<file path="src/logic/ssl_pkg.sv">
// package of constants and types for the synchronous serial dma link
package ssl_pkg;

    // register offsets (word index on the plain register port)
    localparam logic [3:0] OFF_CTRL    = 4'h0;
    localparam logic [3:0] OFF_STATUS  = 4'h1;
    localparam logic [3:0] OFF_MASK    = 4'h2;
    localparam logic [3:0] OFF_TXDATA  = 4'h3;
    localparam logic [3:0] OFF_RXDATA  = 4'h4;
    localparam logic [3:0] OFF_BITRATE = 4'h5;
    localparam logic [3:0] OFF_COUNT   = 4'h6;
    localparam logic [3:0] OFF_MEMADDR = 4'h7;
    localparam logic [3:0] OFF_STATE   = 4'h8;
    localparam logic [3:0] OFF_TABLE   = 4'h9;

    // control bits
    localparam int CTL_TX_START = 0;
    localparam int CTL_RX_ARM   = 1;
    localparam int CTL_ABORT    = 2;

    // status / mask bits
    localparam int ST_TX_DONE  = 0;
    localparam int ST_RX_DONE  = 1;
    localparam int ST_TX_ERR   = 2;
    localparam int ST_RX_ERR   = 3;
    localparam int ST_EXT_EXTERNAL_IRQ_ZERO = 4;
    localparam int ST_W        = 5;

    // reset values
    localparam logic [7:0]      BITRATE_RST = 8'h01;
    localparam logic [ST_W-1:0] MASK_RST    = 5'h00;

    // timing
    localparam int CLK_HZ        = 40_000_000;
    localparam int REQ_DELAY_US  = 100;
    localparam int REQ_DELAY_CYC = REQ_DELAY_US * (CLK_HZ / 1_000_000);
    localparam int BLOCK_BYTES   = 100;
    localparam int DMA_COUNT     = 99;

    typedef enum logic [2:0] {
        ST_IDLE    = 3'b000,
        ST_TX_WAIT = 3'b001,
        ST_TX_RUN  = 3'b011,
        ST_RX_RUN  = 3'b010,
        ST_RX_WAIT = 3'b110
    } ssl_state_e;

    typedef struct packed {
        logic       clk_out;
        logic       clk_oe;
        logic       txd;
        logic       receive_request_out;
    } ssl_pins_s;

endpackage : ssl_pkg

</file>
<file path="src/logic/ssl_link.sv">
// top of the synchronous serial dma link: control, dma channel, registers
//
// Contract
// - synchronous mode, 100-byte blocks each way
// - sender makes clock, receiver never drives it
// - request line, then clock/data after 100 us
// - slave send request, slave clocks data later
// - tx register empty triggers one dma byte
// - rx register full triggers one dma store
// - byte transfers, memory address increments
// - tx reads table, rx writes table
// - clock pin output on tx, input on rx
// - synchronous mode, bit rate from system clock
// - enable tx/empty or rx/full events; code masks only done, error and send request events
// - clearing empty/full flag starts operation
// - irq zero raises, switches to receive
// - dma count end sets done flag
// - tx error flag: 0 normal, 1 error
// - rx error flag: 0 normal, 1 abnormal
// - first byte direct, dma count 99
`timescale 1ns/1ps
module ssl_link #(
    parameter int REQ_DELAY = ssl_pkg::REQ_DELAY_CYC,
    parameter int AW        = 8
) (
    input  wire logic       clock_i,
    input  wire logic       rst_n_i,
    input  wire logic [3:0] reg_addr_i,
    input  wire logic [7:0] reg_wdata_i,
    input  wire logic       reg_wr_i,
    input  wire logic       reg_rd_i,
    output logic      [7:0] reg_rdata_o,
    input  wire logic       sck_i,
    output logic            sck_o,
    output logic            sck_oe_o,
    output logic            txd_o,
    input  wire logic       rxd_i,
    output logic            receive_request_out_o,
    input  wire logic       send_request_in_i,
    output logic            irq_o
);
    ////////////////////////////////////////////////////////////////////////////
    // state and registers
    ssl_pkg::ssl_state_e state_q, state_d;
    logic [7:0]              bitrate_q;
    logic [7:0]              brg_q;
    logic [ssl_pkg::ST_W-1:0] status_q, mask_q;
    logic [7:0]              tx_data_reg_q;
    logic                    tx_reg_empty_flag_q;
    logic                    rx_reg_full_flag_q;
    logic [7:0]              rx_data_reg_q;
    logic [7:0]              dma_transfer_count_q;
    logic [AW-1:0]           dma_memory_address_q;
    logic [AW-1:0]           tbl_addr_q;
    logic [31:0]             wait_q;
    logic                    dma_fetch_q;
    logic                    srq_q;
    logic                    rrq_q;

    ////////////////////////////////////////////////////////////////////////////
    // decode
    wire wr_ctrl  = reg_wr_i && reg_addr_i == ssl_pkg::OFF_CTRL;
    wire wr_stat  = reg_wr_i && reg_addr_i == ssl_pkg::OFF_STATUS;
    wire wr_mask  = reg_wr_i && reg_addr_i == ssl_pkg::OFF_MASK;
    wire wr_txd   = reg_wr_i && reg_addr_i == ssl_pkg::OFF_TXDATA;
    wire wr_brr   = reg_wr_i && reg_addr_i == ssl_pkg::OFF_BITRATE;
    wire wr_maddr = reg_wr_i && reg_addr_i == ssl_pkg::OFF_MEMADDR;
    wire wr_table = reg_wr_i && reg_addr_i == ssl_pkg::OFF_TABLE;
    wire tx_start = wr_ctrl && reg_wdata_i[ssl_pkg::CTL_TX_START];
    wire rx_arm   = wr_ctrl && reg_wdata_i[ssl_pkg::CTL_RX_ARM];
    wire abort    = wr_ctrl && reg_wdata_i[ssl_pkg::CTL_ABORT];
    wire srq_rise = send_request_in_i && !srq_q;
    wire tx_mode  = state_q == ssl_pkg::ST_TX_RUN;
    wire rx_mode  = state_q == ssl_pkg::ST_RX_RUN;
    wire busy     = state_q != ssl_pkg::ST_IDLE;
    wire rx_busy  = state_q == ssl_pkg::ST_RX_RUN || state_q == ssl_pkg::ST_RX_WAIT;
    wire wait_end = wait_q == 32'd0;
    wire bit_en   = brg_q == 8'h00; // bit rate from system clock

    ////////////////////////////////////////////////////////////////////////////
    // shifter and table
    logic       load;
    logic       sh_busy, sh_done;
    logic [7:0] sh_rx;
    logic [7:0] tbl_rdata;
    logic       sck_int;
    logic       txd_int;

    assign load = tx_mode && !tx_reg_empty_flag_q && !sh_busy;

    ssl_shifter u_shift (
        .clock_i     (clock_i),
        .rst_n_i     (rst_n_i),
        .bit_en_i    (bit_en),
        .tx_mode_i   (tx_mode),
        .rx_mode_i   (rx_mode),
        .load_i      (load),
        .load_data_i (tx_data_reg_q),
        .sck_i       (sck_i),
        .rxd_i       (rxd_i),
        .sck_o       (sck_int),
        .txd_o       (txd_int),
        .busy_o      (sh_busy),
        .byte_done_o (sh_done),
        .rx_byte_o   (sh_rx)
    );

    // rx dma store: full flag writes byte to next table slot
    wire rx_store = rx_mode && rx_reg_full_flag_q;
    // tx dma fetch: empty flag requests next table byte
    wire tx_dma   = tx_mode && tx_reg_empty_flag_q && !dma_fetch_q
                    && dma_transfer_count_q != 8'h00;
    wire last_tx  = tx_mode && sh_done && dma_transfer_count_q == 8'h00
                    && tx_reg_empty_flag_q;
    wire last_rx  = rx_store && dma_transfer_count_q == 8'h00;

    wire [AW-1:0] ram_addr = rx_store ? tbl_addr_q : dma_memory_address_q;

    ssl_table_ram #(
        .DEPTH (1 << AW),
        .AW    (AW)
    ) u_ram (
        .clock_i (clock_i),
        .we_i    (rx_store || wr_table),
        .waddr_i (rx_store ? dma_memory_address_q : tbl_addr_q),
        .wdata_i (rx_store ? rx_data_reg_q : reg_wdata_i),
        .raddr_i (ram_addr),
        .rdata_o (tbl_rdata)
    );

    ////////////////////////////////////////////////////////////////////////////
    // next state
    always_comb
    begin
        state_d = state_q;
        case (state_q)
            ssl_pkg::ST_IDLE:
                if (srq_rise)
                    state_d = ssl_pkg::ST_RX_WAIT;
                else if (tx_start)
                    state_d = ssl_pkg::ST_TX_WAIT;
            ssl_pkg::ST_TX_WAIT:
                if (wait_end)
                    state_d = ssl_pkg::ST_TX_RUN;
            ssl_pkg::ST_TX_RUN:
                if (last_tx || abort)
                    state_d = ssl_pkg::ST_IDLE;
            ssl_pkg::ST_RX_WAIT:
                if (abort)
                    state_d = ssl_pkg::ST_IDLE;
                else if (rx_arm)
                    state_d = ssl_pkg::ST_RX_RUN;
            ssl_pkg::ST_RX_RUN:
                if (last_rx || abort)
                    state_d = ssl_pkg::ST_IDLE;
            default:
                state_d = ssl_pkg::ST_IDLE;
        endcase
    end

    ////////////////////////////////////////////////////////////////////////////
    // events
    logic [ssl_pkg::ST_W-1:0] ev;
    always_comb
    begin
        ev = '0;
        ev[ssl_pkg::ST_TX_DONE]  = last_tx;
        ev[ssl_pkg::ST_RX_DONE]  = last_rx;
        // a start that meets an incoming send request is refused too
        ev[ssl_pkg::ST_TX_ERR]   = (tx_start && (busy || srq_rise))
                                   || (abort && tx_mode);
        ev[ssl_pkg::ST_RX_ERR]   = (abort && rx_busy) || (rx_mode && sh_done
                                   && rx_reg_full_flag_q);
        ev[ssl_pkg::ST_EXT_EXTERNAL_IRQ_ZERO] = srq_rise;
    end

    ////////////////////////////////////////////////////////////////////////////
    // sequential
    always_ff @(posedge clock_i)
    begin
        if (!rst_n_i)
        begin
            state_q              <= ssl_pkg::ST_IDLE;
            bitrate_q            <= ssl_pkg::BITRATE_RST;
            brg_q                <= 8'h00;
            status_q             <= '0;
            mask_q               <= ssl_pkg::MASK_RST;
            tx_data_reg_q        <= 8'h00;
            tx_reg_empty_flag_q  <= 1'b1;
            rx_reg_full_flag_q   <= 1'b0;
            rx_data_reg_q        <= 8'h00;
            dma_transfer_count_q <= 8'h00;
            dma_memory_address_q <= '0;
            tbl_addr_q           <= '0;
            wait_q               <= 32'd0;
            dma_fetch_q          <= 1'b0;
            srq_q                <= 1'b0;
            rrq_q                <= 1'b1;
        end
        else
        begin
            state_q <= state_d;
            srq_q   <= send_request_in_i;
            brg_q   <= bit_en ? bitrate_q : brg_q - 8'h01;
            status_q <= (status_q & ~(wr_stat ? reg_wdata_i[ssl_pkg::ST_W-1:0] : '0)) | ev;
            if (wr_mask)
                mask_q <= reg_wdata_i[ssl_pkg::ST_W-1:0];
            if (wr_brr)
                bitrate_q <= reg_wdata_i;
            if (wr_maddr)
                dma_memory_address_q <= reg_wdata_i[AW-1:0];
            if (wr_table)
                tbl_addr_q <= tbl_addr_q + 1'b1;
            else if (reg_wr_i && reg_addr_i == ssl_pkg::OFF_COUNT)
                tbl_addr_q <= reg_wdata_i[AW-1:0];
            // first byte written directly, dma counts the rest
            if (state_q == ssl_pkg::ST_IDLE && tx_start && !srq_rise)
            begin
                wait_q               <= REQ_DELAY - 1;
                rrq_q                <= 1'b0;
                dma_transfer_count_q <= 8'(ssl_pkg::DMA_COUNT);
            end
            else if (state_q == ssl_pkg::ST_TX_WAIT && !wait_end)
                wait_q <= wait_q - 32'd1;
            else if (state_q == ssl_pkg::ST_TX_WAIT)
                rrq_q <= 1'b1;
            if (state_q == ssl_pkg::ST_IDLE && srq_rise)
                dma_transfer_count_q <= 8'(ssl_pkg::DMA_COUNT);
            if (wr_txd)
            begin
                tx_data_reg_q       <= reg_wdata_i;
                tx_reg_empty_flag_q <= 1'b0;
            end
            else if (load)
                tx_reg_empty_flag_q <= 1'b1;
            else if (dma_fetch_q)
            begin
                tx_data_reg_q        <= tbl_rdata;
                tx_reg_empty_flag_q  <= 1'b0;
                dma_transfer_count_q <= dma_transfer_count_q - 8'h01;
            end
            dma_fetch_q <= tx_dma;
            if (tx_dma)
                dma_memory_address_q <= dma_memory_address_q + 1'b1;
            // a landing byte wins over a software clear
            if (rx_mode && sh_done)
            begin
                rx_data_reg_q      <= sh_rx;
                rx_reg_full_flag_q <= 1'b1;
            end
            else if (rx_arm)
                rx_reg_full_flag_q <= 1'b0;
            else if (rx_store)
            begin
                rx_reg_full_flag_q <= 1'b0;
                dma_memory_address_q <= dma_memory_address_q + 1'b1;
                if (!last_rx)
                    dma_transfer_count_q <= dma_transfer_count_q - 8'h01;
            end
        end
    end

    ////////////////////////////////////////////////////////////////////////////
    // outputs
    logic [7:0] rd_mux;
    always_comb
    begin
        case (reg_addr_i)
            ssl_pkg::OFF_STATUS:  rd_mux = {3'h0, status_q};
            ssl_pkg::OFF_MASK:    rd_mux = {3'h0, mask_q};
            ssl_pkg::OFF_TXDATA:  rd_mux = tx_data_reg_q;
            ssl_pkg::OFF_RXDATA:  rd_mux = rx_data_reg_q;
            ssl_pkg::OFF_BITRATE: rd_mux = bitrate_q;
            ssl_pkg::OFF_COUNT:   rd_mux = dma_transfer_count_q;
            ssl_pkg::OFF_MEMADDR: rd_mux = 8'(dma_memory_address_q);
            ssl_pkg::OFF_STATE:   rd_mux = {3'h0, rx_reg_full_flag_q,
                                            tx_reg_empty_flag_q, 3'(state_q)};
            default:              rd_mux = 8'h00;
        endcase
    end

    always_ff @(posedge clock_i)
    begin
        if (!rst_n_i)
        begin
            reg_rdata_o           <= 8'h00;
            sck_o                 <= 1'b1;
            sck_oe_o              <= 1'b0;
            txd_o                 <= 1'b1;
            receive_request_out_o <= 1'b1;
            irq_o                 <= 1'b0;
        end
        else
        begin
            reg_rdata_o           <= reg_rd_i ? rd_mux : 8'h00;
            sck_o                 <= sck_int;
            sck_oe_o              <= tx_mode;
            txd_o                 <= txd_int;
            receive_request_out_o <= rrq_q;
            irq_o                 <= |(status_q & mask_q);
        end
    end
endmodule : ssl_link

</file>
<file path="src/logic/ssl_table_ram.sv">
// byte table memory with registered read data
`timescale 1ns/1ps
module ssl_table_ram #(
    parameter int DEPTH = 256,
    parameter int AW    = 8
) (
    input  wire logic          clock_i,
    input  wire logic          we_i,
    input  wire logic [AW-1:0] waddr_i,
    input  wire logic [7:0]    wdata_i,
    input  wire logic [AW-1:0] raddr_i,
    output logic      [7:0]    rdata_o
);
    logic [7:0] mem_q [DEPTH];

    always_ff @(posedge clock_i)
    begin
        if (we_i)
            mem_q[waddr_i] <= wdata_i;
        rdata_o <= mem_q[raddr_i];
    end
endmodule : ssl_table_ram

</file>
<file path="src/logic/ssl_shifter.sv">
// eight bit lsb-first synchronous shifter, master or slave clock
`timescale 1ns/1ps
module ssl_shifter (
    input  wire logic       clock_i,
    input  wire logic       rst_n_i,
    input  wire logic       bit_en_i,
    input  wire logic       tx_mode_i,
    input  wire logic       rx_mode_i,
    input  wire logic       load_i,
    input  wire logic [7:0] load_data_i,
    input  wire logic       sck_i,
    input  wire logic       rxd_i,
    output logic            sck_o,
    output logic            txd_o,
    output logic            busy_o,
    output logic            byte_done_o,
    output logic [7:0]      rx_byte_o
);
    logic [7:0] sh_q;
    logic [3:0] cnt_q;
    logic       sck_prev_q;
    logic       rx_rise;

    assign rx_rise = rx_mode_i && sck_i && !sck_prev_q;

    always_ff @(posedge clock_i)
    begin
        if (!rst_n_i)
        begin
            sh_q        <= 8'h00;
            cnt_q       <= 4'h0;
            sck_o       <= 1'b1;
            txd_o       <= 1'b1;
            busy_o      <= 1'b0;
            byte_done_o <= 1'b0;
            rx_byte_o   <= 8'h00;
            sck_prev_q  <= 1'b1;
        end
        else
        begin
            byte_done_o <= 1'b0;
            sck_prev_q  <= sck_i;
            if (tx_mode_i)
            begin
                if (load_i && !busy_o)
                begin
                    sh_q   <= load_data_i;
                    cnt_q  <= 4'h0;
                    busy_o <= 1'b1;
                end
                else if (busy_o && bit_en_i)
                begin
                    // low half drives data, rising half lets slave sample
                    if (sck_o)
                    begin
                        sck_o <= 1'b0;
                        txd_o <= sh_q[0];
                    end
                    else
                    begin
                        sck_o <= 1'b1;
                        sh_q  <= {1'b0, sh_q[7:1]};
                        cnt_q <= cnt_q + 4'h1;
                        if (cnt_q == 4'h7)
                        begin
                            busy_o      <= 1'b0;
                            byte_done_o <= 1'b1;
                        end
                    end
                end
            end
            else
            begin
                sck_o  <= 1'b1;
                busy_o <= 1'b0;
                // data line idles high outside a transmit block
                txd_o  <= 1'b1;
                if (rx_rise)
                begin
                    sh_q  <= {rxd_i, sh_q[7:1]};
                    cnt_q <= (cnt_q == 4'h7) ? 4'h0 : cnt_q + 4'h1;
                    if (cnt_q == 4'h7)
                    begin
                        rx_byte_o   <= {rxd_i, sh_q[7:1]};
                        byte_done_o <= 1'b1;
                    end
                end
                else if (!rx_mode_i)
                    cnt_q <= 4'h0;
            end
        end
    end
endmodule : ssl_shifter

</file>
<file path="config.mk">
export PLATFORM = sky130hd
export DESIGN_NAME = ssl_link
export DESIGN_NICKNAME = d
export VERILOG_FILES = /design/src/logic/ssl_pkg.sv /design/src/logic/ssl_link.sv /design/src/logic/ssl_table_ram.sv /design/src/logic/ssl_shifter.sv
export SDC_FILE = /design/constraint.sdc
export NUM_CORES = 2
export LEC_CHECK = 0
export BUFFER_PORTS_ARGS = -buffer_cell sky130_fd_sc_hd__buf_4
export CAP_MARGIN = 20
export CORE_MARGIN = 4
export CORE_UTILIZATION = 45
export CTS_CLUSTER_DIAMETER = 150
export DETAILED_ROUTE_END_ITERATION = 12
export GPL_ROUTABILITY_DRIVEN = 0
export HOLD_SLACK_MARGIN = 0.1
export PLACE_DENSITY = 0.69
export REMOVE_ABC_BUFFERS = 1
export SETUP_SLACK_MARGIN = 0.3
export SYNTH_ARGS = -nofsm -noshare
export SYNTH_HDL_FRONTEND = slang
export SYNTH_SLANG_ARGS = --single-unit
</file>
<file path="constraint.sdc">
create_clock -name clock_i -period 6.4 [get_ports clock_i]
set_clock_uncertainty 0.15 [all_clocks]
set_input_delay 0.32 -clock clock_i [delete_from_list [all_inputs] [get_ports clock_i]]
set_output_delay 0.32 -clock clock_i [all_outputs]
set_load 0.05 [all_outputs]
</file>
==> run_results.csv <==
group,metric,value,unit
run_status,outcome,"completed",
grt,grt_pass1_vias,55600,
routing,totalWireLength,262000,um
sta,finalSetupViolCount,0,
worst_setup_path,reg2reg_slack,0.82,ns
pwr,vdd_drop_max,0.252,mV
clocking,cts_root_buf,"clkbuf_16",
grt,grt_busiest_layer,"met2",
layout,largest_reg_flops,2048,
layout,fin_util,50.9,%
sta,worstMarginPinSlew,1.27,ns
worst_setup_path,worstSetupStartpointType,"flip-flop",
logic_synthesis,synth_cells,6827,
min_path,hold_path.class,"in2reg",
place,port_buffers,31,
job,maxCapViolCount,0,
grt,grt-ovfl-total,0,
worst_setup_path,startpoint,"state_q[0]",
routing,ant_nets,0,
floorplanning,start_util,45.4,%
grt,grtUsageTotal,25.2,%
sta,rsz0062_at_grt,"no",
logic_synthesis,synth-main-ff-cell,"edfxtp_1",
layout,syn_to_final_growth,11.9,%
clocking,clockBufferDepth,3,
sta,layout_min_cycle_time,5.58,ns
logic_synthesis,synth_edf_count,2048,
worst_setup_path,endpoint,"u_ram.rdata_o[1]",
routing,first_pass_iters,9,
logic_synthesis,synth_largest_area_cell,"edfxtp_1",
sta,tns,0,ns
place,dp_slack,1.00,ns
clocking,cts_tree,"yes",
clocking,cts_resized,0,
pwr,leakage,32.4,nW
logic_synthesis,ys_seq_area_share,73.5,%
logic_synthesis,synth_warnings,0,
worst_setup_path,r2r_cells,12,
layout,top_regs,"u_ram.mem_q: 2048 flops, wait_q: 32 flops",
pwr,power,31.1,mW
layout,final_layout_size_suffix_gt1_share,7.86,%
clocking,clk_pin_slew_worst_paths,0.07,ns
grt,antenna_found_initial,9,
clocking,clk_latency,0.87,ns
worst_setup_path,reg2reg_from,"state_q[0]",
clocking,cts.sinks,2200,
floorplanning,rows,161,
sta,post-route-period-util,87.2,%
routing,drt-initial-drc-count,9407,
logic_synthesis,yosysMostFrequentCell,"edfxtp_1",
logic_synthesis,synth-async-reset-ratio,0,%
logic_synthesis,synth_common_cells,"edfxtp_1, nand2_1, nand3_1, nor2_1",
grt,grt_pass1_wl,383000,um
floorplanning,core_area,0.193,sq mm
logic_synthesis,syn-cell-area,0.0878,sq mm
logic_synthesis,synth.avg_cell_area,12.9,sq um
logic_synthesis,ys_types,76,
layout,finalInstanceArea,0.0983,sq mm
grt,met1_usage,34.0,%
clocking,cts_inserted_buffers,215,
grt,met3_usage,6.51,%
sta,fin_ws,0.819,ns
routing,vias,59200,
clocking,cts_setup_buffers,0,
worst_setup_path,cp-end-kind,"flip-flop",
place,place_area,0.0909,sq mm
sta,drv_slew,0,
worst_setup_path,crit_fanout,26,
logic_synthesis,yosys-top-cells-area,"edfxtp_1, nand2_1, nand3_1",
floorplanning,pin_count,32,
worst_setup_path,cp.arrival,6.17,ns
clocking,htree_levels,4,
routing,drc,0,
layout,nNetsFinal,6841,
grt,grtUsageMet2,38.5,%
grt,grt_max_degree,175,
sta,hold_viol,0,
floorplanning,die_h,450,um
sta,max_freq,179,MHz
worst_setup_path,reg2reg_to,"u_ram.rdata_o[1]",
routing,routed_via_density,6.22,
layout,top_register,"u_ram.mem_q",
sta,relSlewSlack,15.0,%
logic_synthesis,synth-seq-cells,2200,
place,post-dp-hpwl,157000,um
pwr,cellPowerDensity,317,mW/mm^2
routing,avgRoutedWirePerCell,27.5,um
floorplanning,die_area,0.202,sq mm
worst_setup_path,critPathKind,"reg2reg",
floorplanning,fp.dieW,450,um
logic_synthesis,synth_top_area_share,70.0,%
worst_setup_path,worstPathRequired,6.99,ns
-- worst min path at each step --
stage,from,to,slack (ns),depth (start not counted)
2_1_floorplan,rst_n_i,rrq_q,0.23,1
3_3_place_gp,u_shift.txd_o,txd_o,0.28,1
3_5_place_dp,u_shift.txd_o,txd_o,0.29,1
4_1_cts,rxd_i,u_shift.rx_byte_o[7],0.12,4
5_1_grt,rst_n_i,bitrate_q[0],0.22,3
6_report,rxd_i,u_shift.rx_byte_o[7],0.18,4
-- layout by cell type (no fill, tap or decap), types with 21 or more instances in the layout --
master / count
clkbuf_1: 52
a221oi_1: 21
nand3_1: 638
dfxtp_1: 152
clkinv_2: 36
buf_4: 137
and3_1: 45
clkinv_1: 52
dlygate4sd3_1: 38
nor2_1: 458
mux2i_1: 115
mux4_2: 38
nand4_1: 170
clkbuf_16: 215
a31oi_1: 195
a32oi_1: 77
a21oi_1: 90
edfxtp_1: 2048
nor3_1: 32
o21ai_0: 66
nand2_1: 1869
buf_12: 31
a311oi_1: 40
bufinv_16: 21
-- critical path, stage by stage (launching register included) --
cell,delay [ns]
dfxtp_1,0.46
nand4bb_4,0.63
buf_4,0.44
mux2i_4,0.29
buf_4,0.31
nor2_4,0.75
buf_4,0.46
nand3_1,0.15
nand4_1,0.19
a41oi_1,0.47
buf_4,0.32
or4_1,0.51
or3_1,0.31
-- metrics by stage --
step / cells / hold slack (ns)
6_report: 9529 / 0.176
5_1_grt: 9521 / 0.215
4_1_cts: 9519 / 0.124
3_5_place_dp: 9084 / 0.287
3_3_place_gp: 9077 / 0.278
2_1_floorplan: 6386 / 0.232
-- where the power goes --
group          internal [mW]  total [mW]  leakage, nW  switching (mW)
logic                  0.782        2.59         9.42            1.80
clock network           7.05        12.5         3.38            5.50
registers               15.8        16.0         19.6           0.172
-- cell families after synthesis --
family / after synthesis / synth area share, %
compound gates: 627 / 4.96
xor+xnor: 33 / 0.329
fa+ha+maj: 7 / 0.0998
buf+inv: 453 / 2.33
flops: 2200 / 73.5
mux: 170 / 2.51
simple gates: 3337 / 16.3
-- routing by layer --
layer  wire, um  vias to the layer above
li1           -                    25100
met5          0                        -
met3      33500                      695
met2     119000                     4156
met4      13600                        0
met1      96200                    29300
-- what timing repair did --
action,in CTS,in global routing
setup endpoints to repair,0,0
hold buffers,38,0
endpoints found under the hold margin,107,0
-- layout make-up --
cell class              instances  area, sq um
fillers                     15800        94900
flip-flops and latches       2200        64500
diodes                          8         20.0
clock buffers                 267         5580
clock inverters               130         1380
repair buffers                212         2110
multi-input cells            4174        21400
well taps                    2526         3160
inverters                      12         45.0
No activity file was read; power rests on OpenSTA's default activity.
